`config.mk`:
```
export PLATFORM = sky130hd
export DESIGN_NAME = rom_core
export DESIGN_NICKNAME = d
export VERILOG_FILES = /design/src/core/rom_pkg.sv /design/src/core/rom_core.sv
export SDC_FILE = /design/constraint.sdc
export NUM_CORES = 1
export LEC_CHECK = 0
export ABC_AREA = 1
export BUFFER_PORTS_ARGS = -buffer_cell sky130_fd_sc_hd__clkbuf_2
export CAP_MARGIN = 20
export CORE_MARGIN = 1.5
export CORE_UTILIZATION = 58
export CTS_BUF_LIST = sky130_fd_sc_hd__clkbuf_8
export DETAILED_ROUTE_END_ITERATION = 8
export GPL_TIMING_DRIVEN = 0
export PLACE_DENSITY = 0.77
export SLEW_MARGIN = 20
export SYNTH_ARGS = -nofsm -noshare
export SYNTH_HDL_FRONTEND = slang
export SYNTH_SLANG_ARGS = --single-unit
```
`constraint.sdc`:
```
create_clock -name clk -period 8.3 [get_ports clk]
set_input_delay 1.66 -clock clk [delete_from_list [all_inputs] [get_ports clk]]
set_output_delay 1.66 -clock clk [all_outputs]
set_load 0.005 [all_outputs]
```
`src/core/rom_pkg.sv`:
```
// constants for the relay output matrix and fault recorder
package rom_pkg;

	// stage indices into the start and trip vectors
	localparam int unsigned STAGE_COUNT    = 4;
	localparam int unsigned ST_LOW_PHASE   = 0;
	localparam int unsigned ST_HIGH_PHASE  = 1;
	localparam int unsigned ST_LOW_EARTH   = 2;
	localparam int unsigned ST_HIGH_EARTH  = 3;

	// widths of recorded quantities
	localparam int unsigned STACK_DEPTH    = 5;
	localparam int unsigned PHASE_W        = 10;
	localparam int unsigned NEUTRAL_W      = 8;
	localparam int unsigned DUR_W          = 7;
	localparam int unsigned CNT_W          = 8;
	localparam int unsigned DEM_ACC_W      = 20;
	localparam int unsigned SMP_CNT_W      = 26;
	localparam int unsigned SMP_NUM_W      = 10;

	// routing group reset values
	localparam logic [7:0] TRIP_ROUTE_RST  = 8'ha5;
	localparam logic [7:0] AUX_ROUTE_RST   = 8'h00;
	localparam logic       ROUTE_SEL_TRIP  = 1'b0;
	localparam logic       ROUTE_SEL_AUX   = 1'b1;

	// phase current in tenths of rated current, neutral in percent
	localparam logic [PHASE_W-1:0]   PHASE_MAX   = 10'h276;
	localparam logic [NEUTRAL_W-1:0] NEUTRAL_MAX = 8'hd2;
	localparam logic [DUR_W-1:0]     DUR_SAT     = 7'h63;
	localparam logic [DUR_W-1:0]     DUR_TRIPPED = 7'h64;

	// display addressing
	localparam logic [3:0] DISP_BLANK      = 4'hf;
	localparam logic [3:0] REG_PHASE_A     = 4'h1;
	localparam logic [3:0] REG_PHASE_B     = 4'h2;
	localparam logic [3:0] REG_PHASE_C     = 4'h3;
	localparam logic [3:0] REG_DEMAND      = 4'h4;
	localparam logic [3:0] REG_DUR_LOW_PH  = 4'h5;
	localparam logic [3:0] REG_DUR_HIGH_PH = 4'h6;
	localparam logic [3:0] REG_NEUTRAL     = 4'h7;
	localparam logic [3:0] REG_DUR_LOW_E   = 4'h8;
	localparam logic [3:0] REG_DUR_HIGH_E  = 4'h9;

	typedef enum logic {
		ROM_DISP_MEAS = 1'b0,
		ROM_DISP_REC  = 1'b1
	} rom_disp_mode_t;

	// timing of the maximum-demand window
	localparam int unsigned CLK_PERIOD_NS    = 25;
	localparam int unsigned SAMPLE_PERIOD_MS = 1000;
	localparam int unsigned DEMAND_MIN       = 15;
	localparam int unsigned SAMPLE_CYCLES    = SAMPLE_PERIOD_MS * 1000000 / CLK_PERIOD_NS;
	localparam int unsigned DEMAND_SAMPLES   = DEMAND_MIN * 60 * 1000 / SAMPLE_PERIOD_MS;

endpackage : rom_pkg

```
`src/core/rom_core.sv`:
```
// relay output matrix, measurement display and fault recorder
//
// Function
// trip group bits 1,4 route phase trips to second start; bits 2,8 to third
// trip group bits 16,64 route earth trips to second start; 32,128 to third
// trip group resets to 165: switches one, three, six and eight set
// aux group bits 1,2 low phase start/trip, 4,8 high phase to aux trip
// aux group bits 16,32 low earth start/trip, 64,128 high earth to aux trip
// aux group resets to all switches cleared, checksum zero
// measurement mode shows value on right three digits, led names quantity
// phase currents shown as multiple of rated current, clamped to maximum
// neutral current shown as percent of rated current, clamped to maximum
// record mode: left digit is register number, right digits its contents
// phase stage start or trip captures all three phase currents
// each stack holds five entries; new capture shifts, sixth drops oldest
// 15-minute maximum demand of highest phase, plus highest since reset
// start clears duration counter, pushes old value; reads 100 once tripped
// each stage counts its starts from 0 to 255
// earth stage start or trip captures neutral current into its stack
// reset and program buttons together, or power loss, clear registers 1..9
// group checksum equals sum of set switch weights, i.e. its value
`timescale 1ns/1ps

module rom_core #(
	parameter int unsigned SAMPLE_CYCLES = rom_pkg::SAMPLE_CYCLES
) (
	input  wire logic                          clk,
	input  wire logic                          resetn,
	input  wire logic                          ce,
	input  wire logic [3:0]                    stage_start,
	input  wire logic [3:0]                    stage_trip,
	input  wire logic [3:0]                    pct_tick,
	input  wire logic [rom_pkg::PHASE_W-1:0]   phase_a_current,
	input  wire logic [rom_pkg::PHASE_W-1:0]   phase_b_current,
	input  wire logic [rom_pkg::PHASE_W-1:0]   phase_c_current,
	input  wire logic [rom_pkg::NEUTRAL_W-1:0] neutral_current,
	input  wire logic                          route_wr_en,
	input  wire logic                          route_wr_sel,
	input  wire logic [7:0]                    route_wr_data,
	input  wire logic                          reset_btn,
	input  wire logic                          program_btn,
	input  wire logic                          disp_mode,
	input  wire logic [3:0]                    disp_sel,
	input  wire logic [2:0]                    disp_idx,
	input  wire logic                          disp_sub,
	output logic                               second_start_output,
	output logic                               third_start_output,
	output logic                               aux_trip_output,
	output logic [7:0]                         trip_route_group,
	output logic [7:0]                         aux_trip_route_group,
	output logic [3:0]                         disp_addr,
	output logic [rom_pkg::PHASE_W-1:0]        disp_value,
	output logic [3:0]                         disp_led
);

	typedef struct packed {
		logic [7:0]                                  trip_route;
		logic [7:0]                                  aux_route;
		logic [3:0]                                  start_q;
		logic [3:0]                                  trip_q;
		logic [2:0][4:0][rom_pkg::PHASE_W-1:0]       cur_stk;
		logic [4:0][rom_pkg::NEUTRAL_W-1:0]          neu_stk;
		logic [3:0][4:0][rom_pkg::DUR_W-1:0]         dur_stk;
		logic [3:0][rom_pkg::CNT_W-1:0]              start_cnt;
		logic [rom_pkg::SMP_CNT_W-1:0]               smp_cnt;
		logic [rom_pkg::SMP_NUM_W-1:0]               smp_num;
		logic [rom_pkg::DEM_ACC_W-1:0]               dem_acc;
		logic [rom_pkg::PHASE_W-1:0]                 demand;
		logic [rom_pkg::PHASE_W-1:0]                 demand_max;
		logic                                        second_start;
		logic                                        third_start;
		logic                                        aux_trip;
		logic [3:0]                                  disp_addr;
		logic [rom_pkg::PHASE_W-1:0]                 disp_value;
		logic [3:0]                                  disp_led;
	} rom_state_t;

	rom_state_t                                 s;
	rom_state_t                                 next_s;
	logic [2:0][rom_pkg::PHASE_W-1:0]           ph;
	logic [rom_pkg::NEUTRAL_W-1:0]              neu;
	logic [rom_pkg::PHASE_W-1:0]                ph_max;
	logic [3:0]                                 rise_st;
	logic [3:0]                                 rise_tr;
	logic [rom_pkg::DEM_ACC_W-1:0]              dem_tot;
	logic [rom_pkg::PHASE_W-1:0]                dem_new;
	logic [2:0]                                 idx;

	assign second_start_output  = s.second_start;
	assign third_start_output   = s.third_start;
	assign aux_trip_output      = s.aux_trip;
	assign trip_route_group     = s.trip_route;
	assign aux_trip_route_group = s.aux_route;
	assign disp_addr            = s.disp_addr;
	assign disp_value           = s.disp_value;
	assign disp_led             = s.disp_led;

	always_comb
	begin
		next_s  = s;
		rise_st = stage_start & ~s.start_q;
		rise_tr = stage_trip & ~s.trip_q;
		// inputs beyond the display range are clamped, not wrapped
		ph[0]   = (phase_a_current > rom_pkg::PHASE_MAX) ? rom_pkg::PHASE_MAX
			: phase_a_current;
		ph[1]   = (phase_b_current > rom_pkg::PHASE_MAX) ? rom_pkg::PHASE_MAX
			: phase_b_current;
		ph[2]   = (phase_c_current > rom_pkg::PHASE_MAX) ? rom_pkg::PHASE_MAX
			: phase_c_current;
		neu     = (neutral_current > rom_pkg::NEUTRAL_MAX) ? rom_pkg::NEUTRAL_MAX
			: neutral_current;
		ph_max  = ph[0];
		if (ph[1] > ph_max)
		begin
			ph_max = ph[1];
		end
		if (ph[2] > ph_max)
		begin
			ph_max = ph[2];
		end
		dem_tot = s.dem_acc + rom_pkg::DEM_ACC_W'(ph_max);
		dem_new = rom_pkg::PHASE_W'(dem_tot / rom_pkg::DEMAND_SAMPLES);
		idx     = (disp_idx < 3'(rom_pkg::STACK_DEPTH)) ? disp_idx : 3'h0;
		next_s.start_q = stage_start;
		next_s.trip_q  = stage_trip;

		// settings writes; the group value is its own checksum
		if (route_wr_en)
		begin
			if (route_wr_sel == rom_pkg::ROUTE_SEL_AUX)
			begin
				next_s.aux_route = route_wr_data;
			end
			else
			begin
				next_s.trip_route = route_wr_data;
			end
		end

		// output matrix uses the settings already in force
		next_s.second_start = |(stage_trip & {s.trip_route[6], s.trip_route[4],
			s.trip_route[2], s.trip_route[0]});
		next_s.third_start = |(stage_trip & {s.trip_route[7], s.trip_route[5],
			s.trip_route[3], s.trip_route[1]});
		next_s.aux_trip = |(s.aux_route & {stage_trip[3], stage_start[3],
			stage_trip[2], stage_start[2], stage_trip[1], stage_start[1],
			stage_trip[0], stage_start[0]});

		// current captures on the edges of start and trip
		if (|(rise_st[1:0] | rise_tr[1:0]))
		begin
			for (int p = 0; p < 3; p++)
			begin
				next_s.cur_stk[p] = {s.cur_stk[p][3:0], ph[p]};
			end
		end
		if (|(rise_st[3:2] | rise_tr[3:2]))
		begin
			next_s.neu_stk = {s.neu_stk[3:0], neu};
		end

		// duration counters live in entry zero of each stack
		for (int g = 0; g < 4; g++)
		begin
			if (rise_st[g])
			begin
				next_s.dur_stk[g]   = {s.dur_stk[g][3:0], {rom_pkg::DUR_W{1'b0}}};
				next_s.start_cnt[g] = s.start_cnt[g] + 8'h01;
			end
			else if (stage_start[g] && pct_tick[g] && s.dur_stk[g][0] < rom_pkg::DUR_SAT)
			begin
				next_s.dur_stk[g][0] = s.dur_stk[g][0] + 7'h01;
			end
			if (stage_trip[g])
			begin
				next_s.dur_stk[g][0] = rom_pkg::DUR_TRIPPED;
			end
		end

		// demand: mean of sampled highest phase over the window
		if (s.smp_cnt == rom_pkg::SMP_CNT_W'(SAMPLE_CYCLES - 1))
		begin
			next_s.smp_cnt = '0;
			if (s.smp_num == rom_pkg::SMP_NUM_W'(rom_pkg::DEMAND_SAMPLES - 1))
			begin
				next_s.smp_num = '0;
				next_s.dem_acc = '0;
				next_s.demand  = dem_new;
				if (dem_new > s.demand_max)
				begin
					next_s.demand_max = dem_new;
				end
			end
			else
			begin
				next_s.smp_num = s.smp_num + 10'h001;
				next_s.dem_acc = dem_tot;
			end
		end
		else
		begin
			next_s.smp_cnt = s.smp_cnt + 26'h000_0001;
		end

		// display
		next_s.disp_led   = 4'h0;
		next_s.disp_value = '0;
		if (disp_mode == rom_pkg::ROM_DISP_MEAS)
		begin
			next_s.disp_addr = rom_pkg::DISP_BLANK;
			case (disp_sel)
				4'h0: next_s.disp_value = ph[0];
				4'h1: next_s.disp_value = ph[1];
				4'h2: next_s.disp_value = ph[2];
				4'h3: next_s.disp_value = rom_pkg::PHASE_W'(neu);
				default: next_s.disp_value = '0;
			endcase
			if (disp_sel < 4'h4)
			begin
				next_s.disp_led = 4'h1 << disp_sel[1:0];
			end
		end
		else
		begin
			next_s.disp_addr = disp_sel;
			case (disp_sel)
				rom_pkg::REG_PHASE_A: next_s.disp_value = s.cur_stk[0][idx];
				rom_pkg::REG_PHASE_B: next_s.disp_value = s.cur_stk[1][idx];
				rom_pkg::REG_PHASE_C: next_s.disp_value = s.cur_stk[2][idx];
				rom_pkg::REG_DEMAND: next_s.disp_value = disp_sub ? s.demand_max
					: s.demand;
				rom_pkg::REG_NEUTRAL: next_s.disp_value =
					rom_pkg::PHASE_W'(s.neu_stk[idx]);
				rom_pkg::REG_DUR_LOW_PH: next_s.disp_value = disp_sub
					? rom_pkg::PHASE_W'(s.start_cnt[0]) : rom_pkg::PHASE_W'(s.dur_stk[0][idx]);
				rom_pkg::REG_DUR_HIGH_PH: next_s.disp_value = disp_sub
					? rom_pkg::PHASE_W'(s.start_cnt[1]) : rom_pkg::PHASE_W'(s.dur_stk[1][idx]);
				rom_pkg::REG_DUR_LOW_E: next_s.disp_value = disp_sub
					? rom_pkg::PHASE_W'(s.start_cnt[2]) : rom_pkg::PHASE_W'(s.dur_stk[2][idx]);
				rom_pkg::REG_DUR_HIGH_E: next_s.disp_value = disp_sub
					? rom_pkg::PHASE_W'(s.start_cnt[3]) : rom_pkg::PHASE_W'(s.dur_stk[3][idx]);
				default: next_s.disp_value = '0;
			endcase
		end

		// combined buttons win over any capture in the same cycle
		if (reset_btn && program_btn)
		begin
			next_s.cur_stk    = '0;
			next_s.neu_stk    = '0;
			next_s.dur_stk    = '0;
			next_s.start_cnt  = '0;
			next_s.dem_acc    = '0;
			next_s.smp_num    = '0;
			next_s.demand     = '0;
			next_s.demand_max = '0;
		end
	end

	// power loss is modelled by resetn; routing settings reload factory values
	always_ff @(posedge clk or negedge resetn)
	begin
		if (!resetn)
		begin
			s            <= '0;
			s.trip_route <= rom_pkg::TRIP_ROUTE_RST;
			s.aux_route  <= rom_pkg::AUX_ROUTE_RST;
			s.disp_addr  <= rom_pkg::DISP_BLANK;
		end
		else if (ce)
		begin
			s <= next_s;
		end
	end
endmodule : rom_core

```
==> summary.md <==
| Metric | Value |
|---|---|
| Outcome | `complete, but fails checks` |
| Failing checks | `negative setup slack` |
| Leak Pwr | `0.0159 uW` |
| Die Span X | `between 200 and 250 microns` |
| Sink Count | `483` |
| Post-synth cell types | `66` |
| Initial Util | `approximately three fifths` |
| Tot GR Track Use | `around two fifths` |
| Vias per inst | `between 6 and 7` |
| Final Hold Fails | `0` |
| Cts bufs inserted | `82` |
| Most repeated library cell on the critical path | `nand2_2` |
| Max VDD drop | `approximately 120 uV` |
| Finished Layout Cells | `roughly 4600` |
| Max_cap viols | `0` |
| Fillers | `between 3000 and 4000` |
| Antenna-violating nets left | `0` |
| Mapped cell area | `0.0280 sq mm` |
| Crit path DAT | `approximately 14 ns` |
| Flop pwr share | `between 30% and 40%` |
| Max_slew headroom | `between 20% and 30%` |
| Design area | `roughly 0.034 sq mm` |
| Worst Max-Slew Pin Slew | `approximately 1.2 ns` |
| WS Path Type | `in -> reg` |
| Synth Flop Type | `dfrtp_1` |
| Ports | `~110` |
| Number of synthesized register bits | `roughly 480` |
| Pwr Total | `between 7000 and 8000 uW` |
| Post-DR wirelength/cell | `~22 microns` |
| Syn_nets | `~3800` |
| Critical path startpoint category | `input port` |
| Cells after Synth | `roughly 3600` |
| Vias in the first global route | `27100` |
| Vias after detailed routing | `roughly 29000` |
| Compound-Gate Fraction of Synth Area | `22.2%` |
| # rows | `80` |
| Largest family of logic cells by synthesized area | `compound AO/OA/AOI/OAI gates` |
| Unrepaired setup endpoints after global routing | `yes` |
| GR Util met1 | `51.4%` |
| Post-synth EDFFs | `0` |
| Global route total overflow | `0` |
| Min-Delay Path Class | `reg -> reg` |
| PortBufs | `~110` |
| Hold_buf cts | `0` |
| Final Cycle Share | `164%` |
| Syn avg cell area | `around 7.7 sq um` |
| Clock power share | `31.5%` |
| CTS tree | `yes` |
| Placed Cells incl. Taps | `between 4000 and 5000` |
| Clk slew on worst S/H paths | `0.06 ns` |
| Root buffer cell | `clkbuf_8` |
| Final worst slack | `-5.33 ns` |
| Switching share of power | `35.6%` |
| Initial drt markers | `between 3000 and 4000` |
| Yosys warnings | `0` |
| M3 GR Usage | `between 10% and 20%` |
| First-pass GRT wire length | `151 mm` |
| Setup violators final | `18` |
| Met2 GRT Util | `59.4%` |
| # DRC | `0` |
| Initial antenna violation count | `4` |
| Clk buf depth | `3` |
| Htree depth | `3` |
| CP max FO | `8` |
| P&R area growth vs syn | `21.4%` |
| Layout Skew | `approximately 0.029 ns` |
| DRT Pass-1 Iters | `8` |
| Critical Path RT | `between 8 and 9 ns` |
| Post-synthesis mux area share | `0%` |
| Largest net degree at the start of global routing | `between 90 and 100` |
| Max frequency | `between 70 and 80 MHz` |
| Final HPWL DP | `67.9 mm` |
| Layout cells sized above 1 | `~20%` |
| CP endpoint kind | `flop` |
| Post-place instance area | `0.0297 sq mm` |
| Die height | `around 220 microns` |
| GRT Max-Usage Layer | `met2` |
| Total Wirelength | `approximately 100 mm` |
| Post-route minimum period | `13.63 ns` |
| Clock Latency Late Sink | `0.69 ns` |
| Critical-path cell with the highest stage delay | `or4_1` |
| Core Area | `~0.048 sq mm` |
| Post-Synth XOR/XNOR Area | `~1.4%` |
| Max Transition Viols Final | `0` |
| Layout Nets | `about 4100` |
| GP Congestion | `1.04` |
| Max stage delay on crit path | `a little over 0.4 ns` |
| Asr flop ratio synth | `100%` |
| Internal power | `between 4000 and 5000 uW` |
| Post-synthesis sequential area ratio | `roughly 43%` |
| Power per cell area | `about 220 mW/mm^2` |
| Net switching power | `2690 uW` |
| Comb pwr share | `between 20 and 30%` |
| Die area | `0.0496 sq mm` |
| Adder-Cell Fraction of Synth Area | `~2.2%` |
| Synth Area in Simple Gates | `approximately a fifth` |
final cells by class:
class	count	area (sq um)	share of cell area, %
Clock buffer	104	1430	4.21
Sequential cell	483	12100	35.6
Timing Repair Buffer	252	1810	5.31
Clock inverter	37	353	1.04
Tap cell	615	769	2.26
Buffer	199	930	2.73
Multi-Input combinational cell	2277	14000	41.3
Antenna cell	1	2.50	0.00736
Inverter	678	2570	7.56
repair_timing:
item,in CTS,in global routing
pin swaps,85,88
setup endpoints to repair,18,19
hold endpoints to repair,0,0
gates cloned,6,0
buffers inserted,82,53
resized for setup,192,164
cell usage after synthesis, types with 13 or more instances:
cell type	instances	area, sq um
nand4_1	30	188
o21ai_1	14	70.1
a21oi_1	247	1240
a31oi_1	23	144
o22ai_1	333	2080
nand2_1	510	1910
nand2_4	19	214
nand3_1	162	811
clkbuf_1	151	567
nor2_1	204	766
buf_4	37	278
o211ai_1	44	330
nand3_2	17	170
a211oi_1	13	97.6
nor3_1	53	265
inv_2	22	82.6
nand2_2	47	294
dfrtp_1	475	11900
inv_1	650	2440
xor2_1	37	324
o21ai_0	328	1640
ha_1	48	601
path summary, 6_finish.rpt:
path	start	to	slack [ns]	cells after the start
setup / recovery	phase_b_current[0]	s[21]	-5.33	101
min in group asynchronous	resetn	s[369]	1.02	1
hold / removal	s[93]	s[93]	0.47	1
setup reg to reg	s[48]	s[21]	-1.10	72
hold reg to reg	s[93]	s[93]	0.47	1
max in group asynchronous	resetn	trip_route_group[7]	5.92	3
registers in the layout, summed over array words and instances, names as in the netlist:
register              count
s                       446
disp_value               10
aux_trip_route_group      8
trip_route_group          8
disp_addr                 4
disp_led                  4
aux_trip_output           1
second_start_output       1
third_start_output        1
power by group through the flow:
stage / combinational [uW] / clock (uW) / sequential [uW]
finish: 2240 / 2370 / 2940
global route: 2410 / 2480 / 2970
CTS: 2030 / 2370 / 2930
detailed placement: 1840 / 0 / 2960
global placement: 1790 / 0 / 2960
floorplan: 1310 / 0 / 2900
metal layers:
layer / vias to the layer above / routed length, microns / part of all wire (%)
met5: - / 32 / 0.031
li1: 12900 / - / -
met1: 13700 / 38900 / 38
met4: 6 / 6350 / 6.2
met3: 452 / 12200 / 12
met2: 1977 / 45400 / 44
stage by stage:
step / setup WS (ns) / util [%] / hold slack [ns] / setup TNS (ns)
finish: -5.33 / 71.4 / 0.472 / -70.97
global route: -5.99 / 71.4 / 0.490 / -81.69
CTS: -4.29 / 69.1 / 0.471 / -54.33
detailed placement: -6.08 / 62.4 / 0.461 / -84.36
global placement: -6.07 / 62.1 / 0.453 / -2696.18
floorplan: -3.82 / - / 0.433 / -47.86
worst max-delay path, delay by kind of cell:
kind	cells	cell delay, ns
and+or+nand+nor	69	8.09
xor gates and xnor gates	1	0.34
adders and majority gates	4	1.11
AOI/OAI and AO/OA	11	1.27
buffers and inverters	16	1.69
cells by family after synthesis:
kind of cell | count (synthesis)
and+or+nand+nor | 1111
adders and majority gates | 49
AOI/OAI and AO/OA | 1070
xor gates and xnor gates | 45
DFF | 483
buffers and inverters | 877
layout by cell type (no fill, tap or decap), drive strengths merged, types with 3 or more instances in the layout:
cell,Yosys,routed
clkinv,5,14
xor2,37,37
xnor2,8,8
a211oi,13,13
o221ai,6,6
nand4,31,31
dfrtp,475,475
nand3,185,185
a31oi,23,23
clkbuf,151,357
nor4,10,10
a221oi,10,10
inv,673,692
bufinv,0,7
nor2,225,225
nand3b,6,6
o21bai,6,6
o32ai,3,3
or2,5,5
nor3b,7,7
and3,5,5
dfstp,8,8
nand2,578,580
a21oi,250,250
o22ai,333,333
o2111ai,10,10
a21o,3,3
ha,48,48
buf,48,198
o21ai,344,344
nor3,53,53
o211ai,45,45
o31ai,8,8
o21a,3,3
Note: power is estimated with default switching activity, not from simulation.
